<file path="config.mk">
export PLATFORM = sky130hd
export DESIGN_NAME = hpc_top
export DESIGN_NICKNAME = d
export VERILOG_FILES = /design/src/core/hpc_pkg.sv /design/src/core/hpc_top.sv /design/src/core/hpc_pwm_demod.sv
export SDC_FILE = /design/constraint.sdc
export NUM_CORES = 1
export LEC_CHECK = 0
export BUFFER_PORTS_ARGS = -buffer_cell sky130_fd_sc_hd__buf_4
export CORE_ASPECT_RATIO = 0.5
export CORE_UTILIZATION = 44
export DETAILED_ROUTE_END_ITERATION = 12
export PLACE_DENSITY = 0.61
export SETUP_SLACK_MARGIN = 0.3
export SLEW_MARGIN = 20
export SYNTH_ARGS = -nofsm -noshare
export SYNTH_HDL_FRONTEND = slang
export SYNTH_HIERARCHICAL = 1
export SYNTH_SLANG_ARGS = --single-unit
</file>
<file path="constraint.sdc">
create_clock -name core_clk_i -period 59.3 [get_ports core_clk_i]
set_clock_uncertainty 0.1 [all_clocks]
set_input_delay 8.895 -clock core_clk_i [delete_from_list [all_inputs] [get_ports core_clk_i]]
set_output_delay 8.895 -clock core_clk_i [all_outputs]
set_load 0.01 [all_outputs]
</file>
<file path="src/core/hpc_pkg.sv">
// package for the haptic playback mode control block
// assumes a single 100 MHz core clock; no register bus, all controls are ports
package hpc_pkg;

    // ------------------------------------------------------------------
    // playback source select codes
    // ------------------------------------------------------------------
    localparam logic [2:0] SRC_INACTIVE   = 3'h0;
    localparam logic [2:0] SRC_REG_STREAM = 3'h1;
    localparam logic [2:0] SRC_PWM_STREAM = 3'h2;
    localparam logic [2:0] SRC_REG_TRIG   = 3'h3;
    localparam logic [2:0] SRC_EDGE_TRIG  = 3'h4;

    // ------------------------------------------------------------------
    // levels and timing
    // ------------------------------------------------------------------
    localparam logic [7:0] LVL_ZERO        = 8'h00;
    localparam logic [7:0] LVL_POS_FULL    = 8'h7f;
    localparam logic [7:0] LVL_NEG_FULL    = 8'h80;
    localparam int         CLK_PERIOD_NS   = 10;
    localparam int         BOOT_TIME_NS    = 1000;
    localparam int         BOOT_CYCLES     = (BOOT_TIME_NS + CLK_PERIOD_NS - 1) / CLK_PERIOD_NS;
    localparam int         HALF_PERIOD_DEF = 2000;
    localparam int         PWM_CNT_W       = 16;

    // ------------------------------------------------------------------
    // system states
    // ------------------------------------------------------------------
    typedef enum logic [3:0] {
        ST_BOOT    = 4'h1,
        ST_IDLE    = 4'h2,
        ST_STANDBY = 4'h4,
        ST_DRIVE   = 4'h8
    } hpc_state_e;

    typedef struct packed {
        logic       enable;
        logic       negative;
        logic [7:0] magnitude;
        logic       use_peak;
    } hpc_drive_s;

endpackage : hpc_pkg

</file>
<file path="src/core/hpc_top.sv">
// haptic playback mode control: system states, source select, drive level
// assumes controls come from a register file elsewhere, on the same clock
`timescale 1ns/100ps
`default_nettype none
module hpc_top
    import hpc_pkg::*;
#(
    parameter int HALF_PERIOD = HALF_PERIOD_DEF
) (
    input  wire logic       core_clk_i,
    input  wire logic       rst_i,
    input  wire logic [2:0] source_sel_i,
    input  wire logic       standby_en_i,
    input  wire logic       boost_en_i,
    input  wire logic       closed_loop_i,
    input  wire logic       is_lra_i,
    input  wire logic [7:0] streamed_drive_level_i,
    input  wire logic       streamed_level_wr_i,
    input  wire logic [7:0] min_duty_threshold_i,
    input  wire logic       sequence_trigger_i,
    input  wire logic       sequence_done_i,
    input  wire logic       fault_i,
    input  wire logic [2:0] gpi_i,
    input  wire logic [5:0] gpi_edge_cfg_i,
    input  wire logic       pwm_stream_input_pin_i,
    output hpc_state_e      state_o,
    output logic            back_emf_enable_o,
    output logic            auto_adjust_o,
    output hpc_drive_s      drive_o,
    output logic            zero_cross_o,
    output logic            regs_hold_o
);
    if (HALF_PERIOD < 2) begin : g_bad_half_period
        $error("HALF_PERIOD too small");
    end

    // ------------------------------------------------------------------
    // input synchronisers
    // ------------------------------------------------------------------
    logic [3:0] meta_r;
    logic [3:0] sync_r;
    logic [2:0] gpi_d_r;

    always_ff @(posedge core_clk_i or posedge rst_i) begin
        if (rst_i) begin
            meta_r <= 4'h0;
            sync_r <= 4'h0;
        end else begin
            meta_r <= {pwm_stream_input_pin_i, gpi_i};
            sync_r <= meta_r;
        end
    end

    always_ff @(posedge core_clk_i or posedge rst_i) begin
        if (rst_i) begin
            gpi_d_r <= 3'h0;
        end else begin
            gpi_d_r <= sync_r[2:0];
        end
    end

    // per-gpi edge config: 0 rising, 1 falling, 2 both
    logic [2:0] gpi_evt;
    genvar g;
    generate
        for (g = 0; g < 3; g++) begin : g_gpi
            logic [1:0] cfg;
            logic       rise;
            logic       fall;
            assign cfg  = gpi_edge_cfg_i[2*g +: 2];
            assign rise = sync_r[g] & ~gpi_d_r[g];
            assign fall = ~sync_r[g] & gpi_d_r[g];
            assign gpi_evt[g] = (cfg == 2'h0) ? rise :
                                (cfg == 2'h1) ? fall :
                                (cfg == 2'h2) ? (rise | fall) : 1'b0;
        end
    endgenerate

    // ------------------------------------------------------------------
    // system state machine
    // ------------------------------------------------------------------
    localparam int BOOT_W = $clog2(BOOT_CYCLES + 1);
    hpc_state_e  state_r;
    hpc_state_e  state_nxt;
    logic [BOOT_W-1:0] boot_cnt_r;
    logic        start_req;
    logic        stream_src;

    assign stream_src = (source_sel_i == SRC_REG_STREAM) | (source_sel_i == SRC_PWM_STREAM);

    always_comb begin
        unique case (source_sel_i)
            SRC_REG_TRIG:   start_req = sequence_trigger_i;
            SRC_EDGE_TRIG:  start_req = sequence_trigger_i | (|gpi_evt);
            SRC_REG_STREAM: start_req = 1'b1;
            SRC_PWM_STREAM: start_req = 1'b1;
            default:        start_req = 1'b0;
        endcase
    end

    always_comb begin
        state_nxt = state_r;
        unique case (state_r)
            ST_BOOT: begin
                if (boot_cnt_r == BOOT_W'(BOOT_CYCLES)) state_nxt = ST_IDLE;
            end
            ST_IDLE, ST_STANDBY: begin
                if (start_req && !fault_i) state_nxt = ST_DRIVE;
            end
            ST_DRIVE: begin
                if ((!stream_src && sequence_done_i) ||
                    (stream_src && !start_req) ||
                    (source_sel_i == SRC_INACTIVE)) begin
                    state_nxt = standby_en_i ? ST_STANDBY : ST_IDLE;
                end
            end
            default: state_nxt = ST_IDLE;
        endcase
        if (fault_i && state_r != ST_BOOT) state_nxt = ST_IDLE;
    end

    always_ff @(posedge core_clk_i or posedge rst_i) begin
        if (rst_i) begin
            state_r <= ST_BOOT;
        end else begin
            state_r <= state_nxt;
        end
    end

    always_ff @(posedge core_clk_i or posedge rst_i) begin
        if (rst_i) begin
            boot_cnt_r <= '0;
        end else if (state_r == ST_BOOT) begin
            boot_cnt_r <= boot_cnt_r + BOOT_W'(1);
        end
    end

    assign state_o     = state_r;
    assign regs_hold_o = (state_r == ST_IDLE) | (state_r == ST_STANDBY);

    // ------------------------------------------------------------------
    // loop mode
    // ------------------------------------------------------------------
    always_ff @(posedge core_clk_i or posedge rst_i) begin
        if (rst_i) begin
            back_emf_enable_o <= 1'b0;
            auto_adjust_o     <= 1'b0;
        end else begin
            back_emf_enable_o <= closed_loop_i & (state_r == ST_DRIVE);
            auto_adjust_o     <= closed_loop_i & (state_r == ST_DRIVE);
        end
    end

    // ------------------------------------------------------------------
    // zero-cross timer, free running on the core clock
    // ------------------------------------------------------------------
    // not derived from the input pwm, so output rate never follows it
    localparam int HP_W = $clog2(HALF_PERIOD + 1);
    logic [HP_W-1:0] hp_cnt_r;
    logic            zc;

    assign zc = (hp_cnt_r == HP_W'(HALF_PERIOD - 1));

    always_ff @(posedge core_clk_i or posedge rst_i) begin
        if (rst_i) begin
            hp_cnt_r <= '0;
        end else if (zc) begin
            hp_cnt_r <= '0;
        end else begin
            hp_cnt_r <= hp_cnt_r + HP_W'(1);
        end
    end
    assign zero_cross_o = zc;

    // ------------------------------------------------------------------
    // pwm demodulation
    // ------------------------------------------------------------------
    logic [7:0] duty;
    logic       duty_valid;
    logic [7:0] pwm_level_r;

    hpc_pwm_demod #(
        .CNT_W (PWM_CNT_W)
    ) u_demod (
        .core_clk_i   (core_clk_i),
        .rst_i        (rst_i),
        .pwm_sync_i   (sync_r[3]),
        .duty_o       (duty),
        .duty_valid_o (duty_valid)
    );

    // pwm duty to level in the same encoding as the streamed register
    always_ff @(posedge core_clk_i or posedge rst_i) begin
        if (rst_i) begin
            pwm_level_r <= LVL_ZERO;
        end else if (duty_valid) begin
            if (duty < min_duty_threshold_i) begin
                pwm_level_r <= LVL_ZERO;
            end else if (boost_en_i) begin
                pwm_level_r <= {1'b0, duty[7:1]};
            end else begin
                pwm_level_r <= duty ^ 8'h80;
            end
        end
    end

    // ------------------------------------------------------------------
    // drive level, sampled at zero crossings
    // ------------------------------------------------------------------
    logic [7:0] req_level;
    logic [7:0] mag;
    logic       neg;
    logic       req_zero;

    assign req_level = (source_sel_i == SRC_PWM_STREAM) ? pwm_level_r
                                                         : streamed_drive_level_i;

    always_comb begin
        neg = 1'b0;
        mag = req_level;
        if (boost_en_i) begin
            // codes 80..ff unused with boost on, treated as zero
            mag = req_level[7] ? LVL_ZERO : req_level;
        end else if (req_level[7]) begin
            neg = 1'b1;
            mag = (req_level == LVL_NEG_FULL) ? LVL_POS_FULL : 8'(-req_level);
        end
    end
    assign req_zero = (mag == LVL_ZERO);

    always_ff @(posedge core_clk_i or posedge rst_i) begin
        if (rst_i) begin
            drive_o <= '0;
        end else if (state_r != ST_DRIVE || !stream_src) begin
            drive_o <= '0;
        end else if (zc) begin
            drive_o.enable    <= !req_zero;
            drive_o.magnitude <= mag;
            drive_o.negative  <= neg;
            drive_o.use_peak  <= !boost_en_i;
        end
    end

    // is_lra_i only selects how the downstream bridge realises a negative level
    logic unused_lra;
    assign unused_lra = is_lra_i;

    // ------------------------------------------------------------------
    // assertions
    // ------------------------------------------------------------------
    property p_fault_idle;
        @(posedge core_clk_i) disable iff (rst_i)
        (fault_i && state_r != ST_BOOT) |=> (state_r == ST_IDLE);
    endproperty
    a_fault_idle: assert property (p_fault_idle) else $error("fault not to idle");

    property p_boot_len;
        @(posedge core_clk_i) disable iff (rst_i)
        $rose(state_r == ST_IDLE) && $past(state_r) == ST_BOOT |->
            $past(boot_cnt_r) == BOOT_W'(BOOT_CYCLES);
    endproperty
    a_boot_len: assert property (p_boot_len) else $error("boot length wrong");

    property p_open_loop;
        @(posedge core_clk_i) disable iff (rst_i)
        !closed_loop_i |=> !back_emf_enable_o && !auto_adjust_o;
    endproperty
    a_open_loop: assert property (p_open_loop) else $error("open loop still adjusts");

    property p_done_target;
        @(posedge core_clk_i) disable iff (rst_i)
        (state_r == ST_DRIVE && !fault_i && !stream_src && sequence_done_i) |=>
            (state_r == ($past(standby_en_i) ? ST_STANDBY : ST_IDLE));
    endproperty
    a_done_target: assert property (p_done_target) else $error("bad end state");

    property p_trig_only;
        @(posedge core_clk_i) disable iff (rst_i)
        ((state_r == ST_IDLE || state_r == ST_STANDBY) &&
         source_sel_i == SRC_REG_TRIG && !sequence_trigger_i)
            |=> state_r != ST_DRIVE;
    endproperty
    a_trig_only: assert property (p_trig_only) else $error("start without trigger");

    property p_inactive_wait;
        @(posedge core_clk_i) disable iff (rst_i)
        ((state_r == ST_IDLE || state_r == ST_STANDBY) && source_sel_i == SRC_INACTIVE)
            |=> state_r != ST_DRIVE;
    endproperty
    a_inactive_wait: assert property (p_inactive_wait) else $error("inactive started");

    property p_zc_only;
        @(posedge core_clk_i) disable iff (rst_i)
        (state_r == ST_DRIVE && $past(state_r) == ST_DRIVE && stream_src && !zc)
            |=> $stable(drive_o.magnitude);
    endproperty
    a_zc_only: assert property (p_zc_only) else $error("level moved off zero cross");

    property p_zero_off;
        @(posedge core_clk_i) disable iff (rst_i)
        (state_r == ST_DRIVE && stream_src && zc && req_zero) |=> !drive_o.enable;
    endproperty
    a_zero_off: assert property (p_zero_off) else $error("zero level still drives");

    // gap counter kept apart from the timer it checks; catches early and missing pulses
    logic [HP_W-1:0] zc_gap_r;
    logic            zc_seen_r;

    always_ff @(posedge core_clk_i or posedge rst_i) begin
        if (rst_i) begin
            zc_gap_r  <= '0;
            zc_seen_r <= 1'b0;
        end else begin
            zc_gap_r  <= zc ? '0 : zc_gap_r + HP_W'(1);
            zc_seen_r <= zc_seen_r | zc;
        end
    end

    property p_zc_period;
        @(posedge core_clk_i) disable iff (rst_i)
        zc_seen_r |-> (zc == (zc_gap_r == HP_W'(HALF_PERIOD - 1)));
    endproperty
    a_zc_period: assert property (p_zc_period) else $error("zero cross timer off");

    c_drive: cover property (@(posedge core_clk_i) disable iff (rst_i)
        state_r == ST_IDLE ##1 state_r == ST_DRIVE);
    c_standby: cover property (@(posedge core_clk_i) disable iff (rst_i)
        state_r == ST_DRIVE ##1 state_r == ST_STANDBY);
    c_neg: cover property (@(posedge core_clk_i) disable iff (rst_i)
        drive_o.enable && drive_o.negative);
endmodule : hpc_top
`default_nettype wire

</file>
<file path="src/core/hpc_pwm_demod.sv">
// pwm input demodulator: measures duty of the synchronised input per period
// assumes pwm_sync_i is already on core_clk_i
`timescale 1ns/100ps
`default_nettype none
module hpc_pwm_demod
    import hpc_pkg::*;
#(
    parameter int CNT_W = PWM_CNT_W
) (
    input  wire logic             core_clk_i,
    input  wire logic             rst_i,
    input  wire logic             pwm_sync_i,
    output logic [7:0]            duty_o,
    output logic                  duty_valid_o
);
    if (CNT_W < 8) begin : g_bad_cnt_w
        $error("CNT_W too small");
    end

    logic             pwm_d_r;
    logic [CNT_W-1:0] period_cnt_r;
    logic [CNT_W-1:0] high_cnt_r;
    logic [CNT_W+7:0] scaled;
    logic             rise;

    assign rise   = pwm_sync_i & ~pwm_d_r;
    assign scaled = {high_cnt_r, 8'h00} - {8'h00, high_cnt_r};

    always_ff @(posedge core_clk_i or posedge rst_i) begin
        if (rst_i) begin
            pwm_d_r      <= 1'b0;
            period_cnt_r <= '0;
            high_cnt_r   <= '0;
            duty_o       <= 8'h00;
            duty_valid_o <= 1'b0;
        end else begin
            pwm_d_r      <= pwm_sync_i;
            duty_valid_o <= 1'b0;
            if (rise) begin
                // duty in 0..255 as high/period
                if (period_cnt_r != '0) begin
                    duty_o <= 8'((scaled) / {8'h00, period_cnt_r});
                end
                duty_valid_o <= 1'b1;
                period_cnt_r <= CNT_W'(1);
                high_cnt_r   <= CNT_W'(1);
            end else if (period_cnt_r != '1) begin
                period_cnt_r <= period_cnt_r + CNT_W'(1);
                if (pwm_sync_i) begin
                    high_cnt_r <= high_cnt_r + CNT_W'(1);
                end
            end
        end
    end
endmodule : hpc_pwm_demod
`default_nettype wire

</file>
==> results of run 1 <==
cells by family after synthesis:
family | synth area share, %
multiplexers | 7.999
buffers and inverters | 3.371
AND/OR/NAND/NOR | 23.86
adder cells (fa/ha/maj) | 18.49
flip-flops | 11.96
XOR/XNOR | 7.748
AO/OA/AOI/OAI | 26.58
repair_timing:
action	4_1_cts	5_1_grt
buffers inserted	0	3
gates resized for setup	0	27
hold buffers	0	0
endpoints found under the setup margin	0	1
through the flow:
step           instances  utilization, %  instance area [um2]  hold slack [ps]
2_1_floorplan       2592               -                19900            231.2
3_3_place_gp        3451           51.89                22860            231.8
3_5_place_dp        3451           51.89                22860            234.7
4_1_cts             3467           52.66                23200            251.3
5_1_grt             3470           52.93                23320            254.2
6_report            3470           52.93                23320            249.0
registers in the layout (all words and copies together) (netlist names), 3 cells and up:
| signal | cells |
|---|---|
| drive_o | 11 |
| u_demod/duty_o | 8 |
| state_o | 4 |
| boot_cnt_r | 7 |
| u_demod/period_cnt_r | 16 |
| hp_cnt_r | 11 |
| pwm_level_r | 8 |
| sync_r | 4 |
| meta_r | 4 |
| u_demod/high_cnt_r | 16 |
| gpi_d_r | 3 |
layout by cell type, fill, tap and decap left out, drive strengths merged, types with 15 or more instances in the layout:
cell type and n:
o31ai 27, or2 41, nand4 22, dfrtp 94, a211oi 40, and3 22
o211ai 30, a21oi 199, a211o 15, nor2 316, o21a 102, nand2b 37
a31oi 30, and2 19, mux2i 32, a21o 66, xnor2 105, nand3 53
o21ai 128, inv 90, mux2 107, or3 36, nor2b 35, nor3 119
a21boi 19, ha 294, nand2 204, xor2 71, buf 340
final timing paths:
| check | start | endpoint |
|---|---|---|
| worst max-delay path | u_demod/high_cnt_r[7] | u_demod/duty_o[0] |
| worst min-delay path | meta_r[2] | sync_r[2] |
| worst max register to register | u_demod/high_cnt_r[7] | u_demod/duty_o[0] |
| worst min register to register | meta_r[2] | sync_r[2] |
| max in group asynchronous | rst_i | u_demod/period_cnt_r[7] |
| min in group asynchronous | rst_i | drive_o[7] |
per-layer routing:
layer | track usage, % | share of wire, % | up-vias
met5 | 0 | 0 | -
met4 | 2.967 | 1.1 | 0
met3 | 2.424 | 3.8 | 60
met2 | 39.58 | 44 | 342
met1 | 35.77 | 52 | 9514
li1 | - | - | 10230
cell type report:
cell class	count	area, um2
fill	4343	20730
timing repair buffer	340	2577
tap	588	735.7
sequential	95	2379
clock buffer	11	252.7
multi-input combinational	2343	16960
clock inverter	5	87.58
inverter	88	330.3
==> flow_summary.ini, run 1 <==
[yosys]
synth_warnings = 6
synth.avg_cell_area_um2 = 7.676
synthTopCellsByCount = nor2_1 (315), ha_1 (294), nand2_1 (203), a21oi_1 (195), nor3_1 (116)
synth.most_common_cell = nor2_1
synthFlopType = dfrtp_1
synth_top_area_cell = ha_1
synth_cell_types = 119
async_reset_ff_share_pct = 100.0
synth_edf_count = 0
syn_area_um2 = 19900
yosysTopAreaCellShare_pct = 18.49
synth_nets = 2925
ys_seq_elements = 95
syn_inst = 2592
yosysSeqAreaShare_pct = 11.96
synthTopCellsByArea = ha_1 (18%), dfrtp_1 (12%), nor2_1 (5.9%)

[global_route]
grt_overflow = 0
grt_usage_pct = 24.46
grt_max_degree = 54
antenna_found_initial = 1
grt_pass1_vias = 18910
grt_first_pass_wirelength_um = 93570

[setup_path]
cp_common_cell = o21a_1
path_buf_inv = 12
worstPathMaxFanout = 17
worst_r2r_path_depth = 247
slowest_stage = a2111oi_2
cp_top_family = compound AO/OA/AOI/OAI gates
critPathKind = register to register
reg2reg_setup_slack_ps = 4090
cp_data_required_time_ps = 59430
start_kind = register
cp-end-kind = register
cp.depth = 247
slowest_delay_ps = 560
cp.arrival_ps = 55340

[timing]
rsz0062_at_grt = false
hold_violations = 0
tns_ps = 0
max_slew_margin_pct = 31.95
min_period_ps = 55210
slew_violations = 0
tightest_slew_ps = 1020
period_share_pct = 93.11
finalWorstSetupSlack_ps = 4085
fmax_mhz = 18.11
setup_violations = 0

[floorplanning]
die_w_um = 302.7
coreArea_um2 = 44050
dieHeight_um = 152.4
dieArea_um2 = 46120
placementRows = 54
start_util_pct = 45.16
ioPinCount = 58

[placed_design]
place_ws_ps = 2621
dp_hpwl_um = 45190
io_buffers = 55
gp_congestion = 0.9028

[status]
status = completed

[cts]
cts_tree = done
clock_sinks = 95
cts_buffers = 9
insertion_delay_ps = 370
cts_buffer_depth = 2
cts.htree.levels = 3
clk_pin_slew_ps = 70
cts-root-buf = clkbuf_16

[drt]
wl_per_cell_um = 16.38
routed_wl_um = 56850
viasPerCell = 5.806
drt_iter0_drc = 1417
antenna_left = 0
vias = 20150
drc = 0
first_pass_iters = 6

[min_path]
whs_path_depth = 0
hold_class = register to register

[cells_and_area]
num_antenna_cells = 0
final_nets = 3210
drive_above_1_share_pct = 19.95
area_delta_synth_final_pct = 17.21

[flow_run]
cap_violations = 0
Power of run 1 is not shown: default switching activity piles up to over one toggle a cycle in this logic, so the estimate is an artifact.
==> run 2, diff against run 1 <==
--- a/config.mk
+++ b/config.mk
@@ -7,6 +7,7 @@
 export LEC_CHECK = 0
 export BUFFER_PORTS_ARGS = -buffer_cell sky130_fd_sc_hd__buf_4
 export CORE_ASPECT_RATIO = 0.5
+export CORE_MARGIN = 3
 export CORE_UTILIZATION = 44
 export DETAILED_ROUTE_END_ITERATION = 12
 export PLACE_DENSITY = 0.61
==> flow_summary.ini, run 2 (synthesis results as in run 1) <==
[cells_and_area]
final_cell_mix = buf_4 (321), nor2_1 (313), ha_1 (294), nand2_1 (202), a21oi_1 (192)
fill_cells = 4312
final_nets = 3191
final_common_cell = buf_4
num_antenna_cells = 0
regArea_um2 = 2380
area_delta_synth_final_pct = 16.23
drive_above_1_share_pct = 19.63
multiInputGateArea_um2 = 16990
reg_top3 = u_demod/high_cnt_r x16, u_demod/period_cnt_r x16

[global_route]
grt_usage_pct = 23.09
grt_pass1_vias = 18490
grt_overflow = 0
grt_max_degree = 54
antenna_found_initial = 1
grt_first_pass_wirelength_um = 92290

[cts]
clk_pin_slew_ps = 70
insertion_delay_ps = 360
cts.htree.levels = 3
cts_buffer_depth = 2
clock_sinks = 95
cts_hold_buffers = 0
cts-root-buf = clkbuf_16
cts_tree = done
cts_buffers = 9

[drt]
antenna_left = 0
viasPerCell = 5.737
first_pass_iters = 5
drt_iter0_drc = 1255
routed_wl_um = 56550
vias = 19800
wl_per_cell_um = 16.39
drc = 0

[setup_path]
cp_common_cell = o21a_1
start_kind = register
cp-end-kind = register
critPathKind = register to register
worstPathMaxFanout = 15
cp.arrival_ps = 54850
slowest_delay_ps = 570
cp_data_required_time_ps = 59420
slowest_stage = or4b_4

[floorplanning]
ioPinCount = 58
start_util_pct = 45.09
die_w_um = 306.7
placementRows = 54
coreArea_um2 = 44120
dieArea_um2 = 47960
dieHeight_um = 156.4

[status]
status = completed

[timing]
tns_ps = 0
rsz0062_at_grt = false
period_share_pct = 92.28
slew_violations = 0
max_slew_margin_pct = 29.15
hold_violations = 0
min_period_ps = 54720
fmax_mhz = 18.27
setup_violations = 0
tightest_slew_ps = 1062

[placed_design]
dp_hpwl_um = 44780
gp_congestion = 0.8781
io_buffers = 55

[flow_run]
cap_violations = 0

[min_path]
hold_class = register to register
==> run 2: changes by cell type in the layout (fill, tap and decap cells not counted), sizes merged <==
cell      change
buf          -19
bufinv        -2
clkbuf        -2
clkinv        +1
clkinvlp      +3
==> run 2: routing by layer <==
layer / wire length, um / up-vias / part of all wire, % / GRT usage, %
met1: 28780 / 9210 / 51 / 33.73
met3: 2806 / 45 / 5.0 / 2.326
li1: - / 10190 / - / -
met5: 13 / - / 0.023 / 0
met2: 24290 / 348 / 43 / 37.50
met4: 658 / 2 / 1.2 / 3.421
==> run 2: critical path, delay by kind of cell, from the launching register on <==
kind | cells | cell delay, ps
compound gates | 148 | 30900
xor+xnor | 1 | 170
fa+ha+maj | 25 | 7270
buf+inv | 14 | 2430
flops | 1 | 510
mux | 8 | 2510
simple gates | 50 | 10600
==> run 2: final cells by class <==
class	count	share of cell area [%]
sequential	95	10.29
tap	588	3.182
multi-input combinational	2343	73.45
inverter	88	1.428
clock buffer	9	0.9740
clock inverter	7	0.2489
timing repair buffer	321	10.42
==> run 2: path summary, 6_finish.rpt <==
path | endpoint | from | cells past startpoint | slack (ps)
setup / recovery | u_demod/duty_o[0] | u_demod/high_cnt_r[7] | 246 | 4580
hold / removal | sync_r[1] | meta_r[1] | 0 | 250
setup reg to reg | u_demod/duty_o[0] | u_demod/high_cnt_r[7] | 246 | 4580
hold reg to reg | sync_r[1] | meta_r[1] | 0 | 250
max in group asynchronous | u_demod/high_cnt_r[7] | rst_i | 2 | 49760
min in group asynchronous | drive_o[8] | rst_i | 3 | 8640
==> run 2: timing repair <==
| action | CTS | global route |
|---|---|---|
| resized for setup | 0 | 28 |
| setup buffers | 0 | 3 |
| setup endpoints to repair | 0 | 1 |
==> run 2: per-stage QoR <==
stage	cells	util [%]	worst slack, ps	instance area, um2	hold WS [ps]
global placement	3432	51.43	3345	22690	233.0
finish	3451	52.41	4576	23120	250.5
detailed placement	3432	51.43	3057	22690	240.2
CTS	3448	52.07	2753	22970	253.5
floorplan	2592	-	4626	19900	231.2
global route	3451	52.41	265.6	23120	256.0
Power of run 2 is left out for the same reason.
==> run 3, diff against run 2 <==
--- a/config.mk
+++ b/config.mk
@@ -5,6 +5,7 @@
 export SDC_FILE = /design/constraint.sdc
 export NUM_CORES = 1
 export LEC_CHECK = 0
+export ABC_AREA = 1
 export BUFFER_PORTS_ARGS = -buffer_cell sky130_fd_sc_hd__buf_4
 export CORE_ASPECT_RATIO = 0.5
 export CORE_MARGIN = 3
==> flow_summary.ini, run 3 <==
[yosys]
yosysSeqAreaShare_pct = 12.15
synthFlopType = dfrtp_1
synth_top_area_cell = ha_1
synth_edf_count = 0
synth.most_common_cell = nand2_1
synth.avg_cell_area_um2 = 6.382
syn_area_um2 = 19580
async_reset_ff_share_pct = 100.0
synthTopCellsByCount = nand2_1 (780), inv_1 (430), ha_1 (294), nor2_1 (194), a21oi_1 (170)
synth_warnings = 6
syn_inst = 3068
synth_cell_types = 63
synthTopCellsByArea = ha_1 (19%), nand2_1 (15%), dfrtp_1 (12%)
yosysTopAreaCellShare_pct = 18.79
ys_seq_elements = 95
synth_nets = 3401

[cells_and_area]
drive_above_1_share_pct = 18.65
final_nets = 3594
stdcell_count = 3843
final_common_cell = nand2_1
final_cell_mix = nand2_1 (771), inv_1 (418), ha_1 (280), buf_4 (215), nor2_1 (186)
regArea_um2 = 2392
reg_top3 = u_demod/high_cnt_r x16, u_demod/period_cnt_r x16
num_antenna_cells = 0
multiInputGateArea_um2 = 15820
fill_cells = 4349
area_delta_synth_final_pct = 16.33

[status]
status = completed

[placed_design]
dp_hpwl_um = 40730
io_buffers = 55
gp_congestion = 0.8753
dp.cells = 3744

[drt]
first_pass_iters = 5
viasPerCell = 5.149
antenna_left = 0
wl_per_cell_um = 13.54
drc = 0
routed_wl_um = 52050
vias = 19790
drt_iter0_drc = 1133

[setup_path]
slowest_delay_ps = 520
path_buf_inv = 74
cp_top_family = compound AO/OA/AOI/OAI gates
cp_common_cell = nand2_1
cp_data_required_time_ps = 59460
critPathKind = register to register
cp.arrival_ps = 54130
cp-end-kind = register
start_kind = register
slowest_stage = dfrtp_1
worstPathMaxFanout = 21

[cts]
cts_hold_buffers = 0
clk_pin_slew_ps = 70
cts_buffers = 9
cts.htree.levels = 3
clock_sinks = 95
cts-root-buf = clkbuf_16
cts_buffer_depth = 2
cts_tree = done
insertion_delay_ps = 390

[floorplanning]
start_util_pct = 45.57
dieArea_um2 = 47220
coreArea_um2 = 42970
placementRows = 53
die_w_um = 304.3
dieHeight_um = 155.2
ioPinCount = 58

[timing]
hold_violations = 0
min_period_ps = 53980
holdWs_ps = 254.6
setup_violations = 0
tns_ps = 0
slew_violations = 0
period_share_pct = 91.02
tightest_slew_ps = 1036
max_slew_margin_pct = 30.85
fmax_mhz = 18.53

[min_path]
hold_class = register to register

[global_route]
grt_max_degree = 51
grt_first_pass_wirelength_um = 84920
antenna_found_initial = 2
grt_overflow = 0
grt_usage_pct = 21.21
grt_pass1_vias = 17860

[flow_run]
cap_violations = 0
run 3: cell count changes after synthesis, moves of 37 or more:
cell / previous run / this run
xor2_1: 71 / 113
nand3_1: 52 / 163
mux2_2: 91 / 0
o21a_1: 101 / 8
nand2_1: 203 / 780
nand2b_1: 37 / 0
nor2_1: 315 / 194
o21ai_0: 114 / 167
nor3_1: 116 / 36
inv_1: 86 / 430
inv_2: 2 / 39
o21ai_1: 12 / 62
nand2_2: 1 / 41
run 3: area by class of cell:
type                    instances  share of cell area (%)
multi-input cells            2453                   69.44
flip-flops and latches         95                   10.50
inverters                     479                   8.058
repair buffers                221                   7.476
well taps                     577                   3.169
clock buffers                   9                  0.9887
clock inverters                 7                  0.3241
repair inverters                2                 0.04394
run 3: logic make-up (layout without fill, tap and decap cells):
kind of cell	Yosys count	count (layout)	share of synthesized area [%]
adders and majority gates	294	294	18.79
and+or+nand+nor	1409	1412	33.32
DFF	95	95	12.15
xor gates and xnor gates	188	188	8.409
buffers and inverters	523	718	10.51
AOI/OAI and AO/OA	559	559	16.83
run 3: final timing paths:
kind | from | end | slack (ps) | cells after the start
worst max-delay path | u_demod/period_cnt_r[15] | u_demod/duty_o[0] | 5320 | 430
worst min-delay path | meta_r[1] | sync_r[1] | 250 | 0
worst max register to register | u_demod/period_cnt_r[15] | u_demod/duty_o[0] | 5320 | 430
worst min register to register | meta_r[1] | sync_r[1] | 250 | 0
max in group asynchronous | rst_i | u_demod/high_cnt_r[5] | 49930 | 2
min in group asynchronous | rst_i | sync_r[3] | 8280 | 2
run 3: layer usage:
| layer | global-route usage, % | share of wire, % | up-vias |
|---|---|---|---|
| met1 | 28.52 | 49 | 8955 |
| met2 | 37.20 | 46 | 322 |
| li1 | - | - | 10460 |
| met4 | 3.216 | 1.5 | 2 |
| met3 | 2.680 | 3.7 | 52 |
| met5 | 0 | 0.025 | - |
run 3: through the flow:
stage | cell area [um2] | utilization, % | worst slack [ps]
global route | 22780 | 53.01 | -68.78
CTS | 21450 | 49.92 | 335.4
floorplan | 19580 | - | 3383
global placement | 21150 | 49.22 | 1111
finish | 22780 | 53.01 | 5323
detailed placement | 21150 | 49.22 | 459.4
run 3: timing repair:
action / CTS / global route
pin swaps: 0 / 64
gates resized for setup: 1 / 187
cloned: 0 / 5
buffers inserted: 0 / 78
setup endpoints to repair: 1 / 3
Power of run 3 is left out for the same reason.
